`config.mk`:
```
export PLATFORM = sky130hd
export DESIGN_NAME = efu_top
export DESIGN_NICKNAME = d
export VERILOG_FILES = /design/src/hdl/efu_pkg.sv /design/src/hdl/efu_top.sv
export SDC_FILE = /design/constraint.sdc
export NUM_CORES = 2
export LEC_CHECK = 0
export BUFFER_PORTS_ARGS = -buffer_cell sky130_fd_sc_hd__buf_2
export CAP_MARGIN = 10
export CORE_ASPECT_RATIO = 0.7
export CORE_MARGIN = 10
export CORE_UTILIZATION = 45
export DETAILED_ROUTE_END_ITERATION = 16
export PLACE_DENSITY = 0.74
export SYNTH_ARGS = -nofsm -noshare
export SYNTH_HDL_FRONTEND = slang
export SYNTH_SLANG_ARGS = --single-unit
```
`constraint.sdc`:
```
create_clock -name hclk -period 5.6 [get_ports hclk]
set_input_delay 0.28 -clock hclk [delete_from_list [all_inputs] [get_ports hclk]]
set_output_delay 0.28 -clock hclk [all_outputs]
set_load 0.01 [all_outputs]
```
`src/hdl/efu_pkg.sv`:
```
// Purpose: Shared constants and types of the earth-fault, unbalance and breaker failure logic.
// Assumes: 50 MHz hclk; currents are unsigned codes with the rated current at I_RATED.
// Notes:   Register offsets are byte addresses on the AHB-Lite slave.
package efu_pkg;

  // ******************************************************
  // Timing
  // ******************************************************
  localparam int CLK_MHZ    = 50;
  localparam int TICK_US    = 1000;
  localparam int TICK_CYC   = TICK_US * CLK_MHZ;
  localparam int BF_MAX_MS  = 110;
  localparam logic [15:0] BF_MAX_TICKS = 16'(BF_MAX_MS * 1000 / TICK_US);

  // ******************************************************
  // Measurement scaling
  // ******************************************************
  localparam logic [15:0] I_RATED  = 16'h03e8;
  localparam logic [15:0] I_DISC_MIN = 16'(I_RATED / 10);

  // ******************************************************
  // Register offsets
  // ******************************************************
  localparam logic [7:0] A_CURVE  = 8'h00;
  localparam logic [7:0] A_EXTSG  = 8'h04;
  localparam logic [7:0] A_LATBF  = 8'h08;
  localparam logic [7:0] A_INDSEL = 8'h0c;
  localparam logic [7:0] A_THR_LO = 8'h10;
  localparam logic [7:0] A_THR_HI = 8'h14;
  localparam logic [7:0] A_DPCT   = 8'h18;
  localparam logic [7:0] A_T_LO   = 8'h1c;
  localparam logic [7:0] A_T_HI   = 8'h20;
  localparam logic [7:0] A_T_DC   = 8'h24;
  localparam logic [7:0] A_T_BF   = 8'h28;
  localparam logic [7:0] A_MAT_S  = 8'h2c;
  localparam logic [7:0] A_MAT_T  = 8'h30;
  localparam logic [7:0] A_STAT   = 8'h34;
  localparam logic [7:0] A_IRQ_ST = 8'h38;
  localparam logic [7:0] A_IRQ_MK = 8'h3c;
  localparam logic [7:0] A_CMD    = 8'h40;

  // ******************************************************
  // Field positions
  // ******************************************************
  localparam int F_INV     = 0;
  localparam int F_CURVE   = 1;
  localparam int F_INVINH  = 4;
  localparam int F_HI_EN   = 5;
  localparam int F_DC_EN   = 6;
  localparam int F_BLK_LO  = 0;
  localparam int F_BLK_HI  = 3;
  localparam int F_BLK_DC  = 6;
  localparam int F_RST_C   = 7;
  localparam int F_BF_EN   = 4;

  // ******************************************************
  // Reset values
  // ******************************************************
  localparam logic [7:0]  RST_CURVE = 8'h60;
  localparam logic [15:0] RST_THR   = 16'hffff;
  localparam logic [7:0]  RST_DPCT  = 8'h64;
  localparam logic [15:0] RST_TIME  = 16'h0064;

  // ******************************************************
  // Display codes
  // ******************************************************
  localparam logic [3:0] C_NONE  = 4'h0;
  localparam logic [3:0] C_LO_S  = 4'h1;
  localparam logic [3:0] C_HI_S  = 4'h2;
  localparam logic [3:0] C_DC_S  = 4'h3;
  localparam logic [3:0] C_LO_OP = 4'h4;
  localparam logic [3:0] C_HI_OP = 4'h5;
  localparam logic [3:0] C_DC_OP = 4'h6;
  localparam logic [3:0] C_BF_OP = 4'h7;

  // ******************************************************
  // Carriers
  // ******************************************************
  typedef struct packed {
    logic [15:0] neutral;
    logic [15:0] l1;
    logic [15:0] l2;
    logic [15:0] l3;
  } efu_meas_t;

  typedef struct packed {
    logic [3:0] start_outputs;
    logic [3:0] trip_outputs;
    logic       trip_led;
    logic [3:0] disp_code;
  } efu_out_t;

endpackage

```
`src/hdl/efu_top.sv`:
```
// Purpose: Neutral overcurrent, phase unbalance and breaker failure decision logic.
// Assumes: Measurements come from same-clock logic; block pins are asynchronous.
// Notes:   Timers run on a 1 ms enable pulse from a divider on hclk.
//
// Added by the designer: the AHB-Lite interface to the registers and the register offsets.
`timescale 1ns/1ps
`default_nettype none

// Function
// - Each neutral stage starts while neutral current exceeds its threshold.
// - A started neutral stage operates after its definite or inverse time.
// - Selected external block inputs inhibit the neutral stages.
// - Low neutral stage runs definite or one of six inverse curves.
// - High neutral stage can be disabled; then it never starts or operates.
// - Optionally low stage inverse timing yields to high stage timing.
// - Any stage start shows a numeric code on the display output.
// - Unbalance stage is idle when phase currents are below 0.1 rated.
// - Unbalance stage starts when percentage exceeds its setting.
// - Persistent unbalance operates and shows a red operation code.
// - Unbalance stage can be disabled and blocked by input a.
// - Breaker failure asserts trip output 1 within 0.11 s if fault persists.
// - Breaker failure is enabled per source trip output; its delay is settable.
// - Matrix routes any stage start or operate to any start or trip output.
// - Each trip output can latch until a reset.
module efu_top #(
  parameter int TICK_CYCLES = efu_pkg::TICK_CYC
) (
  // Clock and reset
  input  wire logic              hclk,
  input  wire logic              hresetn,
  // AHB-Lite slave
  input  wire logic              hsel,
  input  wire logic [31:0]       haddr,
  input  wire logic [1:0]        htrans,
  input  wire logic              hwrite,
  input  wire logic [2:0]        hsize,
  input  wire logic              hready,
  input  wire logic [31:0]       hwdata,
  output logic      [31:0]       hrdata,
  output logic                   hreadyout,
  output logic                   hresp,
  // Measurements and block pins
  input  wire efu_pkg::efu_meas_t meas,
  input  wire logic              ext_block_in_a,
  input  wire logic              ext_block_in_b,
  input  wire logic              ext_block_reset_in_c,
  // Relay outputs and interrupt
  output efu_pkg::efu_out_t      outs,
  output logic                   irq
);
  import efu_pkg::*;

  typedef struct packed {
    logic [2:0]  sy1;
    logic [2:0]  sy2;
    logic [15:0] div;
    logic [15:0] tl;
    logic [15:0] th;
    logic [15:0] td;
    logic [15:0] tb;
    logic [31:0] acc;
    logic        lo_s;
    logic        hi_s;
    logic        dc_s;
    logic [3:0]  latch;
    logic        led;
    logic [3:0]  code;
    logic [3:0]  ss;
    logic [3:0]  ts;
    logic [7:0]  sg_curve;
    logic [7:0]  sg_ext;
    logic [7:0]  sg_latbf;
    logic [7:0]  sg_ind;
    logic [15:0] thr_lo;
    logic [15:0] thr_hi;
    logic [7:0]  dpct;
    logic [15:0] t_lo;
    logic [15:0] t_hi;
    logic [15:0] t_dc;
    logic [15:0] t_bf;
    logic [23:0] mat_s;
    logic [23:0] mat_t;
    logic [3:0]  irq_st;
    logic [3:0]  irq_mk;
    logic        wr_pend;
    logic [7:0]  waddr;
    logic [31:0] rdata;
  } efu_state_t;

  efu_state_t st_reg;
  efu_state_t st_next;

  // ******************************************************
  // Helpers
  // ******************************************************
  function automatic logic [15:0] max3(input logic [15:0] a, b, c);
    logic [15:0] m;
    m = (a > b) ? a : b;
    return (m > c) ? m : c;
  endfunction

  function automatic logic [15:0] min3(input logic [15:0] a, b, c);
    logic [15:0] m;
    m = (a < b) ? a : b;
    return (m < c) ? m : c;
  endfunction

  // Unbalance percent; guarded against a zero maximum.
  function automatic logic [7:0] unbal_pct(input logic [15:0] mx, mn);
    logic [23:0] num;
    num = 24'(mx - mn) * 24'd100;
    return (mx == 16'h0000) ? 8'h00 : 8'(num / 24'(mx));
  endfunction

  // Timer step: saturating count on the tick, zero when not started.
  function automatic logic [15:0] tstep(input logic run, tick, input logic [15:0] t);
    if (!run) return 16'h0000;
    if (tick && t != 16'hffff) return t + 16'h0001;
    return t;
  endfunction

  // Stage signals s: 0 lo start, 1 lo op, 2 hi start, 3 hi op, 4 dc start, 5 dc op.
  function automatic logic [3:0] route(input logic [5:0] s, input logic [23:0] m);
    logic [3:0] o;
    o = 4'h0;
    for (int i = 0; i < 6; i++) begin
      if (s[i]) o = o | m[4*i +: 4];
    end
    return o;
  endfunction

  logic [15:0] imax;
  logic [15:0] imin;
  logic [7:0]  upct;
  logic [2:0]  blk;
  logic        tick;
  logic        lo_s;
  logic        hi_s;
  logic        dc_s;
  logic        lo_op;
  logic        hi_op;
  logic        dc_op;
  logic        bf_op;
  logic        inv;
  logic        unlatch;
  logic [15:0] excess;
  logic [2:0]  curve;
  logic [5:0]  sig;
  logic [3:0]  ts_raw;
  logic [3:0]  ss_new;
  logic [3:0]  ts_new;
  logic [3:0]  ev;
  logic        rd_ok;
  logic        wr_ok;
  logic [31:0] rd_val;
  logic [15:0] bf_lim;

  // ******************************************************
  // Next state
  // ******************************************************
  always_comb begin
    st_next = st_reg;
    // Block pins are asynchronous; only the second stage is read.
    st_next.sy1 = {ext_block_reset_in_c, ext_block_in_b, ext_block_in_a};
    st_next.sy2 = st_reg.sy1;
    blk = st_reg.sy2;

    tick = (st_reg.div == 16'(TICK_CYCLES - 1));
    st_next.div = tick ? 16'h0000 : st_reg.div + 16'h0001;

    // Neutral stages.
    lo_s = (meas.neutral > st_reg.thr_lo)
         && ((blk & st_reg.sg_ext[F_BLK_LO +: 3]) == 3'b000);
    hi_s = st_reg.sg_curve[F_HI_EN] && (meas.neutral > st_reg.thr_hi)
         && ((blk & st_reg.sg_ext[F_BLK_HI +: 3]) == 3'b000);

    // Unbalance stage.
    imax = max3(meas.l1, meas.l2, meas.l3);
    imin = min3(meas.l1, meas.l2, meas.l3);
    upct = unbal_pct(imax, imin);
    dc_s = st_reg.sg_curve[F_DC_EN] && (imax >= I_DISC_MIN)
         && !(blk[0] && st_reg.sg_ext[F_BLK_DC])
         && (upct > st_reg.dpct);

    // Timers restart on a rising start and clear when it drops.
    st_next.lo_s = lo_s;
    st_next.hi_s = hi_s;
    st_next.dc_s = dc_s;
    st_next.tl = tstep(lo_s && st_reg.lo_s, tick, st_reg.tl);
    st_next.th = tstep(hi_s && st_reg.hi_s, tick, st_reg.th);
    st_next.td = tstep(dc_s && st_reg.dc_s, tick, st_reg.td);

    // Inverse time: per-tick integral of excess current, steeper curves weigh more.
    inv = st_reg.sg_curve[F_INV];
    curve = st_reg.sg_curve[F_CURVE +: 3];
    excess = meas.neutral - st_reg.thr_lo;
    if (!(lo_s && st_reg.lo_s)) begin
      st_next.acc = 32'h0;
    end else if (tick && st_reg.acc[31] == 1'b0) begin
      st_next.acc = st_reg.acc + (32'(excess) << ((curve > 3'd5) ? 3'd5 : curve));
    end

    hi_op = hi_s && st_reg.hi_s && (st_reg.th >= st_reg.t_hi);
    if (inv && st_reg.sg_curve[F_INVINH] && hi_s) begin
      lo_op = hi_op;
    end else if (inv) begin
      lo_op = lo_s && st_reg.lo_s && (st_reg.acc >= {8'h00, st_reg.t_lo, 8'h00});
    end else begin
      lo_op = lo_s && st_reg.lo_s && (st_reg.tl >= st_reg.t_lo);
    end
    dc_op = dc_s && st_reg.dc_s && (st_reg.td >= st_reg.t_dc);

    // Output matrix.
    sig = {dc_op, dc_s, hi_op, hi_s, lo_op, lo_s};
    ss_new = route(sig, st_reg.mat_s);
    ts_raw = route(sig, st_reg.mat_t);

    // Breaker failure: enabled sources among trip outputs 2..4, fault still present.
    bf_lim = (st_reg.t_bf > BF_MAX_TICKS) ? BF_MAX_TICKS : st_reg.t_bf;
    st_next.tb = tstep(((st_reg.ts[3:1] & st_reg.sg_latbf[F_BF_EN +: 3]) != 3'b000)
                       && (lo_s || hi_s || dc_s), tick, st_reg.tb);
    bf_op = (st_reg.tb != 16'h0000) && (st_reg.tb >= bf_lim);
    ts_raw[0] = ts_raw[0] | bf_op;

    unlatch = 1'b0;
    if (blk[2] && st_reg.sg_ext[F_RST_C]) unlatch = 1'b1;
    if (st_reg.wr_pend && st_reg.waddr == A_CMD && hwdata[0]) unlatch = 1'b1;

    ts_new = ts_raw | (st_reg.ts & st_reg.latch);
    if (unlatch) ts_new = ts_raw;
    st_next.ts = ts_new;
    st_next.ss = ss_new;
    st_next.latch = st_reg.sg_latbf[3:0];

    if (unlatch) begin
      st_next.led = 1'b0;
    end
    if (({ts_new, ss_new} & st_reg.sg_ind) != 8'h00) st_next.led = 1'b1;

    // Display code: operate codes outrank start codes and hold until cleared.
    if (bf_op) st_next.code = C_BF_OP;
    else if (dc_op) st_next.code = C_DC_OP;
    else if (hi_op) st_next.code = C_HI_OP;
    else if (lo_op) st_next.code = C_LO_OP;
    else if (st_reg.code >= C_LO_OP && !unlatch) st_next.code = st_reg.code;
    else if (hi_s) st_next.code = C_HI_S;
    else if (lo_s) st_next.code = C_LO_S;
    else if (dc_s) st_next.code = C_DC_S;
    else st_next.code = C_NONE;

    // ******************************************************
    // AHB-Lite slave, zero wait states
    // ******************************************************
    ev = {bf_op, dc_op, hi_op, lo_op};
    rd_ok = hsel && hready && htrans[1] && !hwrite;
    wr_ok = hsel && hready && htrans[1] && hwrite;
    st_next.wr_pend = wr_ok && (haddr[31:8] == 24'h0);
    st_next.waddr = haddr[7:0];

    if (haddr[7:0] == A_CURVE) rd_val = {24'h0, st_reg.sg_curve};
    else if (haddr[7:0] == A_EXTSG) rd_val = {24'h0, st_reg.sg_ext};
    else if (haddr[7:0] == A_LATBF) rd_val = {24'h0, st_reg.sg_latbf};
    else if (haddr[7:0] == A_INDSEL) rd_val = {24'h0, st_reg.sg_ind};
    else if (haddr[7:0] == A_THR_LO) rd_val = {16'h0, st_reg.thr_lo};
    else if (haddr[7:0] == A_THR_HI) rd_val = {16'h0, st_reg.thr_hi};
    else if (haddr[7:0] == A_DPCT) rd_val = {24'h0, st_reg.dpct};
    else if (haddr[7:0] == A_T_LO) rd_val = {16'h0, st_reg.t_lo};
    else if (haddr[7:0] == A_T_HI) rd_val = {16'h0, st_reg.t_hi};
    else if (haddr[7:0] == A_T_DC) rd_val = {16'h0, st_reg.t_dc};
    else if (haddr[7:0] == A_T_BF) rd_val = {16'h0, st_reg.t_bf};
    else if (haddr[7:0] == A_MAT_S) rd_val = {8'h0, st_reg.mat_s};
    else if (haddr[7:0] == A_MAT_T) rd_val = {8'h0, st_reg.mat_t};
    else if (haddr[7:0] == A_STAT) rd_val = {8'h0, upct, st_reg.code, st_reg.led,
                                            st_reg.dc_s, st_reg.hi_s, st_reg.lo_s,
                                            st_reg.ts, st_reg.ss};
    else if (haddr[7:0] == A_IRQ_ST) rd_val = {28'h0, st_reg.irq_st};
    else if (haddr[7:0] == A_IRQ_MK) rd_val = {28'h0, st_reg.irq_mk};
    else rd_val = 32'h0;
    st_next.rdata = (rd_ok && haddr[31:8] == 24'h0) ? rd_val : 32'h0;

    // Data phase writes; unmapped addresses are ignored.
    if (st_reg.wr_pend) begin
      if (st_reg.waddr == A_CURVE) st_next.sg_curve = hwdata[7:0];
      else if (st_reg.waddr == A_EXTSG) st_next.sg_ext = hwdata[7:0];
      else if (st_reg.waddr == A_LATBF) st_next.sg_latbf = hwdata[7:0];
      else if (st_reg.waddr == A_INDSEL) st_next.sg_ind = hwdata[7:0];
      else if (st_reg.waddr == A_THR_LO) st_next.thr_lo = hwdata[15:0];
      else if (st_reg.waddr == A_THR_HI) st_next.thr_hi = hwdata[15:0];
      else if (st_reg.waddr == A_DPCT) st_next.dpct = hwdata[7:0];
      else if (st_reg.waddr == A_T_LO) st_next.t_lo = hwdata[15:0];
      else if (st_reg.waddr == A_T_HI) st_next.t_hi = hwdata[15:0];
      else if (st_reg.waddr == A_T_DC) st_next.t_dc = hwdata[15:0];
      else if (st_reg.waddr == A_T_BF) st_next.t_bf = hwdata[15:0];
      else if (st_reg.waddr == A_MAT_S) st_next.mat_s = hwdata[23:0];
      else if (st_reg.waddr == A_MAT_T) st_next.mat_t = hwdata[23:0];
      else if (st_reg.waddr == A_IRQ_MK) st_next.irq_mk = hwdata[3:0];
    end

    // Write one clears, but a new event in the same cycle wins.
    st_next.irq_st = st_reg.irq_st;
    if (st_reg.wr_pend && st_reg.waddr == A_IRQ_ST) begin
      st_next.irq_st = st_reg.irq_st & ~hwdata[3:0];
    end
    st_next.irq_st = st_next.irq_st | ev;
  end

  always_ff @(posedge hclk or negedge hresetn) begin
    if (!hresetn) begin
      st_reg <= '0;
      st_reg.sg_curve <= RST_CURVE;
      st_reg.thr_lo <= RST_THR;
      st_reg.thr_hi <= RST_THR;
      st_reg.dpct <= RST_DPCT;
      st_reg.t_lo <= RST_TIME;
      st_reg.t_hi <= RST_TIME;
      st_reg.t_dc <= RST_TIME;
      st_reg.t_bf <= RST_TIME;
    end else begin
      st_reg <= st_next;
    end
  end

  // ******************************************************
  // Outputs
  // ******************************************************
  assign hrdata = st_reg.rdata;
  assign hreadyout = 1'b1;
  assign hresp = 1'b0;
  assign outs.start_outputs = st_reg.ss;
  assign outs.trip_outputs = st_reg.ts;
  assign outs.trip_led = st_reg.led;
  assign outs.disp_code = st_reg.code;
  assign irq = (st_reg.irq_st & st_reg.irq_mk) != 4'h0;

endmodule // efu_top

`default_nettype wire

```
==> flow_summary.ini <==
[finish]
layout_common_cells = buf_4, ha_1, nor2_1, nand2_1, dfrtp_1
fin_nets = 7153
n_fill_cell = 6989
drive_above_1_share = 0.388
utilization = 0.650
register_area_um2 = 9120
final_common_cell = buf_4
largest_reg_flops = 312
area_growth_pct = 43.5
multi_input_area_um2 = 31100
final_area_um2 = 57100

[routing]
drtIter0Drc = 5318
route.vias.total = 45300
drc = 0
wl_per_cell_um = 20.9
top_layer = met4
dr.pass1.iters = 10
wl_met2_mm = 65.5
wl_met3_mm = 19.9
viasPerCell = 5.92
detail_route.wirelength_mm = 160
wl_met1_mm = 70.9
postRouteAntennaNets = 0

[yosys]
synth_edf_count = 0
syn_area_um2 = 39800
syn_avg_cell_area_um2 = 8.23
netlist_instances = 4840
synth_seq_cells = 362
synth-seq-area-share = 0.229
yosysWarnings = 0
ys_types = 126
synthDominantCellAreaShare = 0.197
synthArstFlopShare = 1.00
yosys.area.top_type = dfrtp_1
synth_area_leaders = dfrtp_1, ha_1, mux2_2, nor2_1, a21oi_1
synth_flop_cell = dfrtp_1

[clock_tree]
path_clk_slew_ns = 0.08
clock_path_buffers = 3
cts_max_level = 1
cts_tree = yes
worstSkewPairLatency_ns = 0.62
numCtsBuffers = 30
cts_sinks = 362
clockRootBuffer = clkbuf_16

[timing]
clock_skew_ns = 0.0188
rsz0062_at_grt = true
hold_viol_final = 0
slew_viol_final = 0
setup_ws_ns = -62.46
timing.final.crit_share = 12.2
slew_headroom = 0.139
tns_ns = -3252.42
min_period_ns = 68.06
tightest_slew_ns = 1.29
fmax_mhz = 14.7
finalSetupViolCount = 64

[global_routing]
grt_pass1_wl_mm = 239
gr-total-overflow = 0
grt_pass1_vias = 42900
grt_use_total = 0.292
antenna_found_initial = 1
grt_start_max_net_pins = 129

[die]
die_y_um = 269
fp-row-count = 91
coreArea_um2 = 87900
die_area_um2 = 101000
die_w_um = 376
io_pins = 189
start_util = 0.453

[placed_design]
dpl.hpwl_mm = 121
portBuffers = 165
placed_cell_area_um2 = 52100
place_congestion = 1.03
pre_cts_ws_ns = -62.56

[worst_setup_path]
critical_path.most_common_cell = o21a_1
cp-end-kind = flip-flop
critPathRequiredTime_ns = 6.07
r2r_slack_ns = -0.53
cp_slowest_cell = fa_1
critPathMaxFanout = 9
cp-start-kind = primary input
cpPeakStageDelay_ns = 0.53
arrival_ns = 68.53
criticalPathCategory = primary input to flip-flop

[run]
max_cap_viol_count = 0

[status]
violations = negative setup slack
outcome = complete, but fails checks

[hold_path]
min_path_type = primary input to flip-flop
[final cells by class]
class / count / share of cell area
inverter: 318 / 0.0211
tap: 1162 / 0.0254
sequential: 362 / 0.160
multi-input combinational: 3999 / 0.545
timing repair buffer: 1764 / 0.231
clock buffer: 40 / 0.0147
antenna: 1 / 0.0000438
clock inverter: 16 / 0.00278
[worst max-delay path: cells and delay by family]
family                     cells  cell delay, ns
muxes                          5            1.45
AOI/OAI and AO/OA            223           37.20
xor gates and xnor gates       3            0.56
adders and majority gates     34            9.38
buffers and inverters         58            6.65
and+or+nand+nor              100           12.85
[path summary, 6_finish.rpt]
path                                         start                      end  cells past startpoint
setup reg to reg           st_reg[185]$_DFFE_PN1P_  st_reg[283]$_DFFE_PN0P_                     37
hold reg to reg             st_next[365]$_DFF_PN0_         blk[0]$_DFF_PN0_                      0
min in group asynchronous                  hresetn  st_reg[299]$_DFFE_PN0P_                      2
max in group asynchronous                  hresetn  st_reg[259]$_DFFE_PN0P_                      3
hold / removal                          hwdata[11]  st_reg[196]$_DFFE_PN1P_                      3
setup / recovery                          meas[45]      outs[4]$_DFFE_PN0P_                    423
[kinds of logic (layout without fill, tap and decap cells)]
family                   after synthesis  in the layout  share of synthesized area
XOR/XNOR                             259            259                     0.0572
AND/OR/NAND/NOR                     1597           1597                      0.193
adder cells (fa/ha/maj)              540            540                      0.173
AO/OA/AOI/OAI                       1334           1334                      0.225
flip-flops                           362            362                      0.229
buffers and inverters                499           2138                     0.0535
multiplexers                         247            247                     0.0693
other                                  2             23                   0.000189
[cells in the mapped netlist (64+ instances only)]
master,number
xor2_1,105
o21ai_0,259
mux2_2,201
a21o_1,111
dfrtp_1,313
ha_1,517
nor2_1,450
xnor2_1,153
a21oi_1,317
nor2b_1,73
nand2_1,408
nor3_1,189
nand2b_1,81
inv_1,313
nand4_1,68
nand3_1,107
o31ai_1,64
clkbuf_1,105
o21a_1,149
[metal layers]
| layer | track usage | vias to the layer above |
|---|---|---|
| met5 | 0 | - |
| met4 | 0.0555 | 0 |
| met3 | 0.0761 | 359 |
| met2 | 0.423 | 2421 |
| met1 | 0.431 | 21700 |
| li1 | - | 20900 |
[metrics by stage]
step	hold WS, ns	instances
floorplan	-0.0156	4860
global placement	0.334	7319
detailed placement	0.355	7319
CTS	0.00698	7548
global route	0.0303	7661
finish	0.0273	7662
[timing repair]
item | CTS | global route
gates cloned | 4 | 2
setup endpoints to repair | 65 | 69
hold buffers | 24 | 0
setup buffers | 145 | 112
pin swaps | 99 | 248
resized for setup | 100 | 288
endpoints found under the hold margin | 148 | 0
Power is not shown: default switching activity piles up to over one toggle a cycle in this logic, so the estimate is an artifact.
